### config.mk
export PLATFORM = sky130hd
export DESIGN_NAME = sync_serial_port
export DESIGN_NICKNAME = d
export VERILOG_FILES = /design/src/ssp_pkg.sv /design/src/sync_serial_port.sv /design/src/pin_sync.sv /design/src/sck_divider.sv
export VERILOG_INCLUDE_DIRS = /design/src /design/src/src
export SDC_FILE = /design/constraint.sdc
export NUM_CORES = 1
export LEC_CHECK = 0
export BUFFER_PORTS_ARGS = -buffer_cell sky130_fd_sc_hd__buf_2
export CAP_MARGIN = 25
export CORE_MARGIN = 1
export CORE_UTILIZATION = 30
export CTS_CLUSTER_SIZE = 8
export DETAILED_ROUTE_END_ITERATION = 10
export PLACE_DENSITY = 0.53
export SYNTH_ARGS = -nofsm -noshare
export SYNTH_HDL_FRONTEND = slang
export SYNTH_SLANG_ARGS = --single-unit
### constraint.sdc
create_clock -name clk_sys -period 1.87 [get_ports clk_sys]
set_input_delay 0.0935 -clock clk_sys [delete_from_list [all_inputs] [get_ports clk_sys]]
set_output_delay 0.0935 -clock clk_sys [all_outputs]
set_load 0.05 [all_outputs]
### src/ssp_defines.svh
// register map, field positions, reset values and rate counts
// assumes a 32-bit APB slave with an 8-bit byte address
`ifndef SSP_DEFINES_SVH
`define SSP_DEFINES_SVH

// byte addresses of the four registers
`define SSP_ADDR_CONTROL   8'h90
`define SSP_ADDR_STATUS    8'h94
`define SSP_ADDR_BUFFER    8'h98
`define SSP_ADDR_ACTIVITY  8'h9c

// status register: writable top two bits; write masks and reset values of status and control
`define SSP_STATUS_WR_MASK 8'hc0
`define SSP_STATUS_RESET   8'h00
`define SSP_CONTROL_RESET  8'h00
`define SSP_CONTROL_WR_MASK 8'h3f

// mode field codes (control bits 3:0)
`define SSP_MODE_DIV4      4'h0
`define SSP_MODE_DIV16     4'h1
`define SSP_MODE_DIV64     4'h2
`define SSP_MODE_DIV128    4'h3
`define SSP_MODE_SLV_SS    4'h4
`define SSP_MODE_SLV_NOSS  4'h5
`define SSP_MODE_I2C_MST   4'h8

// serial clock half period in system clocks, per rate
`define SSP_HALF_DIV4      8'h02
`define SSP_HALF_DIV16     8'h08
`define SSP_HALF_DIV64     8'h20
`define SSP_HALF_DIV128    8'h40

// master transfer: 16 clock edges, one tail tick for end sampling
`define SSP_LAST_TICK      5'h10

`endif

### src/ssp_pkg.sv
// types shared by the serial port block
// assumes the defines header carries every number
package ssp_pkg;

    // control register layout
    typedef struct packed {
        logic [1:0] spare;
        logic       enable;
        logic       polarity;
        logic [3:0] mode;
    } control_type;

    // status register layout, bit 7 down to bit 0
    typedef struct packed {
        logic samplePhase;
        logic clockEdge;
        logic dataAddr;
        logic stopSeen;
        logic startSeen;
        logic readWrite;
        logic updateAddr;
        logic bufferFull;
    } status_type;

    // events from the two-wire bus engine, same clock
    typedef struct packed {
        logic       startDet;
        logic       stopDet;
        logic       nackDet;
        logic       byteDone;
        logic       byteIsData;
        logic       addrMatch;
        logic       rwBit;
        logic       addrUpdateReq;
        logic       addrUpdated;
        logic       masterTxBusy;
        logic [4:0] seqEnables;
        logic       rxDone;
        logic       txDataDone;
    } i2c_event_type;

    typedef enum logic [1:0] {
        IDLE  = 2'b01,
        SHIFT = 2'b10
    } eng_state_type;

endpackage

### src/sync_serial_port.sv
// serial port block: spi shift engine, status and control registers
// assumes an APB master on clk_sys and a two-wire engine beside it
`include "ssp_defines.svh"
`timescale 1ns/1ps
`default_nettype none
module sync_serial_port (
    // system
    input  wire logic                  clk_sys,
    input  wire logic                  rst,
    // apb slave
    input  wire logic                  psel,
    input  wire logic                  penable,
    input  wire logic                  pwrite,
    input  wire logic [7:0]            paddr,
    input  wire logic [31:0]           pwdata,
    output logic                       pready,
    output logic                       pslverr,
    output logic      [31:0]           prdata,
    // serial pins
    input  wire logic                  sckIn,
    input  wire logic                  sdiIn,
    input  wire logic                  slaveSelectN,
    output logic                       sckOut,
    output logic                       sckOe,
    output logic                       sdoOut,
    output logic                       sdoOe,
    // two-wire engine
    input  wire ssp_pkg::i2c_event_type i2cEvent,
    output logic                       slewLimitOn,
    output logic                       smbusLevels
);
    ssp_pkg::control_type  control;
    ssp_pkg::control_type  next_control;
    ssp_pkg::status_type   status;
    ssp_pkg::status_type   next_status;
    ssp_pkg::eng_state_type state;
    ssp_pkg::eng_state_type next_state;
    logic [2:0]  pinS;
    logic        divTick;
    logic [7:0]  halfCount;
    logic [7:0]  txShift;
    logic [7:0]  next_txShift;
    logic [7:0]  rxShift;
    logic [7:0]  next_rxShift;
    logic [7:0]  rxBuf;
    logic [7:0]  next_rxBuf;
    logic [4:0]  tickNum;
    logic [4:0]  next_tickNum;
    logic [3:0]  rxCount;
    logic [3:0]  next_rxCount;
    logic        sckPrev;
    logic        next_sckOut;
    logic        next_sdoOut;
    logic        next_sckOe;
    logic        next_sdoOe;
    logic        next_pready;
    logic        next_pslverr;
    logic [31:0] next_prdata;
    logic        activity;
    logic        next_activity;
    logic        next_slew;
    logic        next_smbus;
    logic        spiDone;
    logic        spiOn;
    logic        i2cOn;
    logic        isMaster;
    logic        ssMode;
    logic        slaveActive;
    logic        sckEdge;
    logic        leadEdge;
    logic        txTick;
    logic        rxTick;
    logic        wrFire;
    logic        rdFire;
    logic        bufWrite;
    logic        bufRead;
    logic        hit;

    // pins from outside the clock domain
    pin_sync #(.W(3)) u_sync (
        .clk_sys (clk_sys),
        .rst     (rst),
        .pinIn   ({sckIn, sdiIn, slaveSelectN}),
        .pinOut  (pinS)
    );

    // rate applies only to master modes
    always_comb begin
        unique case (control.mode)
            `SSP_MODE_DIV16:  halfCount = `SSP_HALF_DIV16;
            `SSP_MODE_DIV64:  halfCount = `SSP_HALF_DIV64;
            `SSP_MODE_DIV128: halfCount = `SSP_HALF_DIV128;
            default:          halfCount = `SSP_HALF_DIV4;
        endcase
    end

    sck_divider u_div (
        .clk_sys   (clk_sys),
        .rst       (rst),
        .run       (state == ssp_pkg::SHIFT),
        .halfCount (halfCount),
        .tick      (divTick)
    );

    // mode decode
    assign spiOn    = control.enable & ~control.mode[3];
    assign i2cOn    = control.enable & control.mode[3];
    assign isMaster = (control.mode[3:2] == 2'b00);
    assign ssMode   = (control.mode == `SSP_MODE_SLV_SS);
    assign slaveActive = ~ssMode | ~pinS[0];
    assign sckEdge  = (pinS[2] != sckPrev);
    assign leadEdge = sckEdge & (pinS[2] != control.polarity);

    // bus strobes, effects land on the access edge only
    assign wrFire   = psel & penable & pready & pwrite;
    assign rdFire   = psel & penable & pready & ~pwrite;
    assign bufWrite = wrFire & (paddr == `SSP_ADDR_BUFFER);
    assign bufRead  = rdFire & (paddr == `SSP_ADDR_BUFFER);
    assign hit      = (paddr == `SSP_ADDR_CONTROL)
                    | (paddr == `SSP_ADDR_STATUS)
                    | (paddr == `SSP_ADDR_BUFFER)
                    | (paddr == `SSP_ADDR_ACTIVITY);

    // tx and rx moments; edge bit xor polarity picks the edge
    always_comb begin
        if (isMaster) begin
            txTick = divTick & (tickNum[0] != status.clockEdge)
                   & (tickNum != `SSP_LAST_TICK);
            if (status.samplePhase) begin
                rxTick = divTick & (tickNum[0] != status.clockEdge)
                       & (tickNum != 5'h00);
            end else begin
                rxTick = divTick & (tickNum[0] == status.clockEdge)
                       & (tickNum != `SSP_LAST_TICK);
            end
        end else begin
            // slave ignores sample phase, software keeps it clear
            txTick = slaveActive & sckEdge
                   & (leadEdge == status.clockEdge);
            rxTick = slaveActive & sckEdge
                   & (leadEdge == ~status.clockEdge);
        end
    end

    // shift engine next state
    always_comb begin
        next_state   = state;
        next_tickNum = tickNum;
        next_txShift = txShift;
        next_rxShift = rxShift;
        next_rxCount = rxCount;
        next_rxBuf   = rxBuf;
        next_sckOut  = control.polarity;
        next_sdoOut  = sdoOut;
        spiDone      = 1'b0;
        if (rxTick) begin
            next_rxShift = {rxShift[6:0], pinS[1]};
        end
        if (txTick) begin
            next_sdoOut  = txShift[7];
            next_txShift = {txShift[6:0], 1'b0};
        end
        if (!spiOn) begin
            // disabled: engine parked, reconfigure is safe
            next_state   = ssp_pkg::IDLE;
            next_rxCount = 4'h0;
            next_tickNum = 5'h00;
        end else if (isMaster) begin
            unique case (state)
                ssp_pkg::IDLE: begin
                    if (bufWrite) begin
                        next_state   = ssp_pkg::SHIFT;
                        next_tickNum = 5'h00;
                        next_txShift = pwdata[7:0];
                        if (!status.clockEdge) begin
                            next_sdoOut  = pwdata[7];
                            next_txShift = {pwdata[6:0], 1'b0};
                        end
                    end
                end
                ssp_pkg::SHIFT: begin
                    next_sckOut = sckOut;
                    if (divTick) begin
                        next_tickNum = tickNum + 5'h01;
                        if (tickNum == `SSP_LAST_TICK) begin
                            next_state  = ssp_pkg::IDLE;
                            next_sckOut = control.polarity;
                            next_rxBuf  = next_rxShift;
                            spiDone     = 1'b1;
                        end else begin
                            next_sckOut = ~sckOut;
                        end
                    end
                end
            endcase
        end else begin
            next_state = ssp_pkg::IDLE;
            if (!slaveActive) begin
                next_rxCount = 4'h0;
            end else if (rxTick) begin
                if (rxCount == 4'h7) begin
                    next_rxCount = 4'h0;
                    next_rxBuf   = next_rxShift;
                    spiDone      = 1'b1;
                end else begin
                    next_rxCount = rxCount + 4'h1;
                end
            end
            // preload only between bytes; writes mid-byte ignored
            if (bufWrite && rxCount == 4'h0) begin
                next_txShift = pwdata[7:0];
                if (!status.clockEdge) begin
                    next_sdoOut  = pwdata[7];
                    next_txShift = {pwdata[6:0], 1'b0};
                end
            end
        end
        // pins handed over only while enabled
        next_sckOe = spiOn & isMaster;
        next_sdoOe = spiOn & (isMaster | slaveActive);
    end

    always_ff @(posedge clk_sys) begin
        if (rst) begin
            state   <= ssp_pkg::IDLE;
            tickNum <= 5'h00;
            txShift <= 8'h00;
            rxShift <= 8'h00;
            rxCount <= 4'h0;
            rxBuf   <= 8'h00;
            sckOut  <= 1'b0;
            sdoOut  <= 1'b0;
            sckOe   <= 1'b0;
            sdoOe   <= 1'b0;
            sckPrev <= 1'b0;
        end else begin
            state   <= next_state;
            tickNum <= next_tickNum;
            txShift <= next_txShift;
            rxShift <= next_rxShift;
            rxCount <= next_rxCount;
            rxBuf   <= next_rxBuf;
            sckOut  <= next_sckOut;
            sdoOut  <= next_sdoOut;
            sckOe   <= next_sckOe;
            sdoOe   <= next_sdoOe;
            sckPrev <= pinS[2];
        end
    end

    // registers, flags and bus answer
    always_comb begin
        next_control = control;
        next_status  = status;
        next_pready  = psel & ~penable;
        next_pslverr = psel & ~penable & ~hit;
        next_prdata  = 32'h0000_0000;
        if (wrFire && paddr == `SSP_ADDR_CONTROL) begin
            next_control = pwdata[7:0] & `SSP_CONTROL_WR_MASK;
        end
        if (wrFire && paddr == `SSP_ADDR_STATUS) begin
            next_status = (status & ~`SSP_STATUS_WR_MASK)
                        | (pwdata[7:0] & `SSP_STATUS_WR_MASK);
        end
        if (!control.enable) begin
            next_status.startSeen = 1'b0;
            next_status.stopSeen  = 1'b0;
        end else if (i2cOn) begin
            if (i2cEvent.startDet) begin
                next_status.startSeen = 1'b1;
                next_status.stopSeen  = 1'b0;
            end
            if (i2cEvent.stopDet) begin
                next_status.stopSeen  = 1'b1;
                next_status.startSeen = 1'b0;
            end
            if (i2cEvent.byteDone) begin
                next_status.dataAddr = i2cEvent.byteIsData;
            end
            if (control.mode == `SSP_MODE_I2C_MST) begin
                next_status.readWrite = i2cEvent.masterTxBusy;
            end else if (i2cEvent.addrMatch) begin
                next_status.readWrite = i2cEvent.rwBit;
            end else if (i2cEvent.startDet | i2cEvent.stopDet
                         | i2cEvent.nackDet) begin
                next_status.readWrite = 1'b0;
            end
            // set wins over the clear in the same cycle
            if (i2cEvent.addrUpdated) begin
                next_status.updateAddr = 1'b0;
            end
            if (i2cEvent.addrUpdateReq) begin
                next_status.updateAddr = 1'b1;
            end
        end
        // buffer full: clears first, sets last so a set wins
        if (bufRead || (i2cOn && i2cEvent.txDataDone)) begin
            next_status.bufferFull = 1'b0;
        end
        if (spiDone || (i2cOn && (i2cEvent.rxDone || bufWrite))) begin
            next_status.bufferFull = 1'b1;
        end
        next_activity = (control.mode == `SSP_MODE_I2C_MST)
                      & (status.readWrite | (|i2cEvent.seqEnables));
        next_slew  = i2cOn & ~status.samplePhase;
        next_smbus = i2cOn & status.clockEdge;
        // read data captured in the setup cycle
        unique case (paddr)
            `SSP_ADDR_CONTROL:  next_prdata = {24'h00_0000, control};
            `SSP_ADDR_STATUS:   next_prdata = {24'h00_0000, status};
            `SSP_ADDR_BUFFER:   next_prdata = {24'h00_0000, rxBuf};
            `SSP_ADDR_ACTIVITY: next_prdata = {31'h0000_0000, activity};
            default:            next_prdata = 32'h0000_0000;
        endcase
    end

    always_ff @(posedge clk_sys) begin
        if (rst) begin
            control     <= `SSP_CONTROL_RESET;
            status      <= `SSP_STATUS_RESET;
            pready      <= 1'b0;
            pslverr     <= 1'b0;
            prdata      <= 32'h0000_0000;
            activity    <= 1'b0;
            slewLimitOn <= 1'b0;
            smbusLevels <= 1'b0;
        end else begin
            control     <= next_control;
            status      <= next_status;
            pready      <= next_pready;
            pslverr     <= next_pslverr;
            prdata      <= next_prdata;
            activity    <= next_activity;
            slewLimitOn <= next_slew;
            smbusLevels <= next_smbus;
        end
    end
endmodule // sync_serial_port
`default_nettype wire

### src/pin_sync.sv
// three-stage synchroniser with agreement filter
// assumes inputs asynchronous to clk_sys
`timescale 1ns/1ps
`default_nettype none
module pin_sync #(
    parameter int W = 3
) (
    // system
    input  wire logic         clk_sys,
    input  wire logic         rst,
    // pins and filtered result
    input  wire logic [W-1:0] pinIn,
    output logic      [W-1:0] pinOut
);
    logic [W-1:0] stage1;
    logic [W-1:0] stage2;
    logic [W-1:0] stage3;
    logic [W-1:0] next_pinOut;

    // accept a change only once stages two and three agree
    always_comb begin
        for (int i = 0; i < W; i++) begin
            next_pinOut[i] = (stage2[i] == stage3[i]) ? stage3[i]
                                                      : pinOut[i];
        end
    end

    // stage1 feeds stage2 only
    always_ff @(posedge clk_sys) begin
        if (rst) begin
            stage1 <= '0;
            stage2 <= '0;
            stage3 <= '0;
            pinOut <= '0;
        end else begin
            stage1 <= pinIn;
            stage2 <= stage1;
            stage3 <= stage2;
            pinOut <= next_pinOut;
        end
    end
endmodule // pin_sync
`default_nettype wire

### src/sck_divider.sv
// serial clock rate divider, emits one-cycle half-period ticks
// assumes halfCount is at least one and held while run is high
`timescale 1ns/1ps
`default_nettype none
module sck_divider (
    // system
    input  wire logic       clk_sys,
    input  wire logic       rst,
    // control
    input  wire logic       run,
    input  wire logic [7:0] halfCount,
    // enable pulse
    output logic            tick
);
    logic [7:0] count;
    logic [7:0] next_count;
    logic       next_tick;

    // restart from zero whenever run drops
    always_comb begin
        next_count = 8'h00;
        next_tick  = 1'b0;
        if (run) begin
            if (count == halfCount - 8'h01) begin
                next_tick = 1'b1;
            end else begin
                next_count = count + 8'h01;
            end
        end
    end

    always_ff @(posedge clk_sys) begin
        if (rst) begin
            count <= 8'h00;
            tick  <= 1'b0;
        end else begin
            count <= next_count;
            tick  <= next_tick;
        end
    end
endmodule // sck_divider
`default_nettype wire

Word level (Yosys, flattened, before mapping)
Index checks and enable logic that the tools add are counted.
{"block": "word_totals", "regBits": 112, "inputBits": 65, "output_inout_bits": 40, "word_cells": 208}
{"block": "op_classes", "add_sub_neg": 4, "n_eq_ne": 32, "n_mux": 65, "bitwise_logic": 46, "reduce_logical": 25}
{"op": "$mux W8", "count": 15}
{"op": "$mux W1", "count": 33}
{"op": "$eq A8 B8 Y1 const B", "count": 4}
{"op": "$pmux W8 S4", "count": 1}
{"op": "$and A1 B1 Y1", "count": 24}
{"op": "$pmux W7 S3", "count": 1}
{"op": "$mux W5", "count": 3}
{"op": "$not A1 Y1", "count": 13}
{"op": "$mux W2", "count": 6}
{"op": "$mux W4", "count": 3}
{"op": "$pmux W5 S2", "count": 1}
{"op": "$add A8 B1 Y8 const B", "count": 1}
{"op": "$eq A4 B2 Y1 const B", "count": 2}
{"op": "$eq A4 B3 Y1 const B", "count": 2}
{"op": "$eq A8 B8 Y1", "count": 1}
{"op": "$ne A2 B1 Y1 const B", "count": 4}
{"op": "$or A1 B1 Y1", "count": 8}
{"op": "$or A6 B8 Y8", "count": 1}
{"op": "$sub A7 B1 Y8 const B", "count": 1}
{"op": "$reduce_and A7 Y1", "count": 1}
{"op": "$eq A1 B1 Y1", "count": 6}
{"op": "$mux W6", "count": 1}
{"op": "$ne A2 B2 Y1 const B", "count": 3}
{"op": "$reduce_and A3 Y1", "count": 2}
{"op": "other kinds (22)", "count": 35}

Longest topological paths before layout
{"block": "depth", "depth_word": 12, "mapped_depth": 9}

By module
Synthesis repeated with hierarchy kept, for this count alone.
{"block": "unflattened", "hier_cells": 490, "area_unflattened_um2": 4524.3}
{"mod": "sync_serial_port", "instances": 1, "cells_per_inst": 382, "area_each_um2": 3470.8, "seq_area_each_um2": 1341.3}
{"mod": "sck_divider", "instances": 1, "cells_per_inst": 77, "area_each_um2": 665.6, "seq_area_each_um2": 180.2}
{"mod": "pin_sync", "instances": 1, "cells_per_inst": 31, "area_each_um2": 387.9, "seq_area_each_um2": 240.2}

Worst setup path before layout
OpenSTA, ideal clock, no wires.
{"block": "synth_timing", "path_type": "register -> register", "startpoint": "register tickNum[0]", "endpoint": "register rxBuf[6]", "setup_time_ns": 0.079, "arrival_time_ns": 1.812, "slack_ns": -0.021, "stages_incl_launch_ff": 9, "cell_sequence": "dfxtp_1 -> inv_1 -> ha_1 -> nor4bb_1 -> nand3_1 -> o32ai_4 -> buf_8 -> nor2_2 -> a211oi_2"}
{"block": "synth_via", "elab_chain_len": 10}
{"item": "start, declared", "line_no": "sync_serial_port.sv:47", "text": "logic [4:0] tickNum;"}
{"item": "start signal, assigned", "line_no": "sync_serial_port.sv:238", "text": "tickNum <= next_tickNum;"}
{"item": "$eq A1 B1 Y1 or $ne A1 B1 Y1 (tied branches)", "line_no": "sync_serial_port.sv:133, sync_serial_port.sv:130"}
{"item": "$and A1 B1 Y1 (on tied branches)", "line_no": "sync_serial_port.sv:133, sync_serial_port.sv:130"}
{"item": "$and A1 B1 Y1 (on tied branches)", "line_no": "sync_serial_port.sv:133, sync_serial_port.sv:131"}
{"item": "$mux W1", "line_no": "sync_serial_port.sv:129", "text": "if (status.samplePhase) begin"}
{"item": "$mux W1", "line_no": "sync_serial_port.sv:126", "text": "if (isMaster) begin"}
{"item": "$mux W8", "line_no": "sync_serial_port.sv:156", "text": "if (rxTick) begin"}
{"item": "$mux W8 (on tied branches)", "line_no": "sync_serial_port.sv:201, sync_serial_port.sv:185"}
{"item": "$mux W8 (on tied branches)", "line_no": "sync_serial_port.sv:200, sync_serial_port.sv:183"}
{"item": "$mux W8 (on tied branches)", "line_no": "sync_serial_port.sv:198, sync_serial_port.sv:169"}
{"item": "$mux W8", "line_no": "sync_serial_port.sv:168", "text": "end else if (isMaster) begin"}
{"item": "end signal, assigned", "line_no": "sync_serial_port.sv:242", "text": "rxBuf <= next_rxBuf;"}
{"item": "end, declared", "line_no": "sync_serial_port.sv:45", "text": "logic [7:0] rxBuf;"}
Parallel ways exist; a longest one is shown, timed or not. The select of a mux whose other input is x is not followed.
A chain may end at the register's enable or synchronous reset.

Worst setup path in the final report
{"block": "layout_timing", "startpoint": "register tickNum[1]", "endpoint": "register rxShift[7]"}
{"block": "layout_via", "elab_chain_len": 5}
{"item": "$ne A5 B5 Y1 (no source line) or $reduce_bool A5 Y1 (tied branches)"}
{"item": "$and A1 B1 Y1 (on tied branches)", "line_no": "sync_serial_port.sv:133, sync_serial_port.sv:131"}
{"item": "$mux W1 (*)", "line_no": "sync_serial_port.sv:129"}
{"item": "$mux W1 (*)", "line_no": "sync_serial_port.sv:126"}
{"item": "$mux W8 (*)", "line_no": "sync_serial_port.sv:156"}
{"item": "end signal, assigned", "line_no": "sync_serial_port.sv:240", "text": "rxShift <= next_rxShift;"}
{"item": "end, declared", "line_no": "sync_serial_port.sv:43", "text": "logic [7:0] rxShift;"}
Mark *: on every way between the ends. The rest lies on a longest branch, timed or not.

==> run summary <==
Syn Area/Cell -> 9.135 um^2
Root Buffer -> clkbuf_16
R2R setup slack -> -0.02 ns
htree depth -> 3
Clock Latency Late Sink -> 0.35 ns
final worst-path cycle share -> 1.010
Post-synth EDFFs -> 0
critical path startpoint category -> flip-flop
Yosys Warn Count -> 0
All-Layer GR Usage -> 0.1497
Die ar. -> 0.01464 mm^2
CP max FO -> 8
Post-Place Worst Slack -> -0.05152 ns
Gate Count Post-Synth -> 465
DRT Wirelength -> 10.52 mm
PwrDens -> 720.5 mW/mm^2
Synth Register Bits -> 88
Crit. End Element -> flip-flop
ys flop type -> dfxtp_1
grt ovf -> 0
DRT iter0 DRCs -> 284
DR pass1 iterations -> 4
crit path DAT -> 2.12 ns
antenna diode count -> 0
# rows -> 43
layout cells sized above 1 -> 0.2827
# setup viols final -> 9
antenna violations before repair -> 0
failing checks -> negative setup slack
wire per inst -> 14.10 um
Fin. Hold Viols -> 0
clock skew -> 0.008397 ns
cell count of the worst reg-to-reg path -> 8
DRC viols -> 0
Die H -> 121.0 um
peak supply drop -> 380.6 uV
Top Ports -> 105
Slew Limit Fails -> 0
RR Endpoint -> rxShift[7]
DPL Wire Length -> 7.716 mm
Via density -> 4.786
Worst-path clk slew -> 0.07 ns
Pleak -> 2.075 nW
vias in the first global route -> 3376
clk sinks -> 88
path type of the worst setup path -> reg -> reg
setup ws final -> -0.01832 ns
starting density of the core -> 0.3072
Seq/Total Area, Yosys -> 0.4147
first-pass GRT wire length -> 17.02 mm
CTS buffer count -> 9
Synth async-reset ratio -> 0
critical path's slowest cell -> or4b_4
Cell variety after synth -> 67
antenna viol nets, final -> 0
Core Area -> 0.01383 mm^2
Total Nets Final -> 631
PortBufs -> 56
CP endpoint -> rxShift[7]
Fmax -> 0.5296 GHz
Critical Path, Cell by Cell -> inv_2 > ha_4 > or4b_4 > nand4_1 > o311ai_4 > buf_6 > and2_4 > mux2i_1
pin count of the biggest net entering global routing -> 48
GP Congestion -> 0.8257
max incr delay on CP -> 0.45 ns
P&R area growth vs syn -> 27.45%
status -> finished, violations left
CP required -> 2.10 ns
final core utilization -> 0.3915
RSZ-0062 raised after global routing -> true
worst r2r src -> tickNum[1]
MaxCap Viol Count -> 0
Hold Path Class -> in -> reg
Final min period -> 1.888 ns
CTS tree -> done
via count -> 3570
Clock Path Buffers -> 2
mapped cell area -> 0.004248 mm^2
crit path from -> tickNum[1]
Die Width -> 121.0 um
==> cell families after synthesis <==
group           after synthesis  share of synthesized area
compound gates               82                     0.1402
xor+xnor                      8                    0.01826
fa+ha+maj                     5                    0.01473
buf+inv                      55                    0.08100
flops                        88                     0.4147
mux                          40                    0.09720
other cells                   1                  0.0008828
simple gates                186                     0.2330
==> worst min-delay path by stage <==
stage / slack (ns) / endpoint / cells after the start / from
floorplan: 0.18 / pready / 1 / penable
global placement: 0.28 / pready / 2 / penable
detailed placement: 0.28 / pready / 2 / penable
CTS: 0.002 / status[5] / 3 / i2cEvent[12]
global route: 0.008 / status[5] / 3 / i2cEvent[13]
finish: 0.004 / status[5] / 3 / i2cEvent[13]
==> cell usage in the layout, fill, tap and decap left out, types with 4 or more instances in the layout <==
cell / netlist / layout
nand3_1: 11 / 10
and3_1: 5 / 5
buf_4: 28 / 41
buf_2: 5 / 56
nor3_1: 13 / 12
mux2i_1: 39 / 38
nand2_1: 34 / 34
dlygate4sd3_1: 0 / 6
nor2_1: 54 / 53
a22oi_1: 4 / 4
conb_1: 1 / 24
dfxtp_1: 88 / 81
dfxtp_2: 0 / 7
o21ai_0: 8 / 8
a211oi_2: 2 / 4
nand2b_1: 5 / 5
buf_12: 0 / 4
a21o_1: 7 / 7
clkbuf_16: 0 / 10
a211oi_1: 16 / 14
a21oi_1: 22 / 21
inv_1: 8 / 6
nor2b_1: 23 / 23
or4_1: 4 / 4
nand4_1: 10 / 10
==> power breakdown <==
part,internal (mW),switching (mW)
logic,0.0705,0.185
clock network,0.927,0.834
registers,1.88,0.00318
==> worst max-delay path, delay by kind of cell, from the launching register on <==
family	cells	cell delay, ns
mux	1	0.13
simple gates	3	0.79
buf+inv	2	0.25
fa+ha+maj	1	0.14
compound gates	1	0.15
flops	1	0.32
==> routing by layer <==
layer	up-vias	track usage	wire, um
met4	0	0.05093	126
met1	1665	0.1992	5037
met5	-	0	0
met2	98	0.2411	4867
met3	10	0.02914	486
li1	1797	-	-
==> final cells by class <==
cell class / instances / area (um^2)
Fill cell: 1390 / 8413
Multi-Input combinational cell: 345 / 2338
Sequential cell: 88 / 1770
Timing Repair Buffer: 109 / 764.5
Clock buffer: 9 / 225.2
Tap cell: 180 / 225.2
Clock inverter: 7 / 60.06
Inverter: 8 / 30.03
==> synthesized netlist by cell type (3+ instances only) <==
cell      number  area share
a211oi_1      16       0.028
a21o_1         7       0.012
a21oi_1       22       0.026
a22oi_1        4      0.0071
a31oi_1        3      0.0044
and3_1         5      0.0074
buf_1          3      0.0027
buf_2          5      0.0059
buf_4         28       0.049
clkbuf_1       8      0.0071
dfxtp_1       88        0.41
ha_1           5       0.015
inv_1          8      0.0071
mux2i_1       39       0.092
nand2_1       34       0.030
nand2b_1       5      0.0074
nand3_1       11       0.013
nand3b_1       3      0.0053
nand4_1       10       0.015
nor2_1        54       0.048
nor2_2         3      0.0044
nor2b_1       23       0.034
nor3_1        13       0.015
o21ai_0        8      0.0094
o31ai_1        3      0.0053
or4_1          4      0.0071
xnor2_1        3      0.0062
xor2_1         4      0.0082
==> sequential cells by signal, summed over array words and instances, names as in the netlist, 2 cells and up <==
signal and flops:
tickNum 5, txShift 8, prdata 8, rxShift 8, status 8, rxCount 4
u_sync.stage3 3, control 6, u_sync.stage2 3, u_sync.stage1 3, rxBuf 8, u_div.count 8
u_sync.pinOut 3, state 2
==> through the flow <==
stage | instances | instance area [um^2] | setup TNS [ns] | total power, mW | hold WS (ns)
after floorplan | 488 | 4354 | 0 | 2.138 | 0.1784
after global routing | 746 | 5414 | -1.162 | 4.067 | 0.007975
after CTS | 740 | 5254 | -0.05715 | 3.941 | 0.002400
after global placement | 718 | 4903 | -0.004521 | 2.173 | 0.2818
after detailed placement | 718 | 4903 | -0.2246 | 2.175 | 0.2830
final | 746 | 5414 | -0.06298 | 3.901 | 0.004291
==> repair_timing <==
item,CTS,global route
resized for setup,3,27
cloned,0,2
endpoints found under the setup margin,14,27
setup buffers,0,4
hold buffers,6,0
endpoints found under the hold margin,6,0
pin swaps,4,9
No activity file was read; power rests on OpenSTA's default activity.
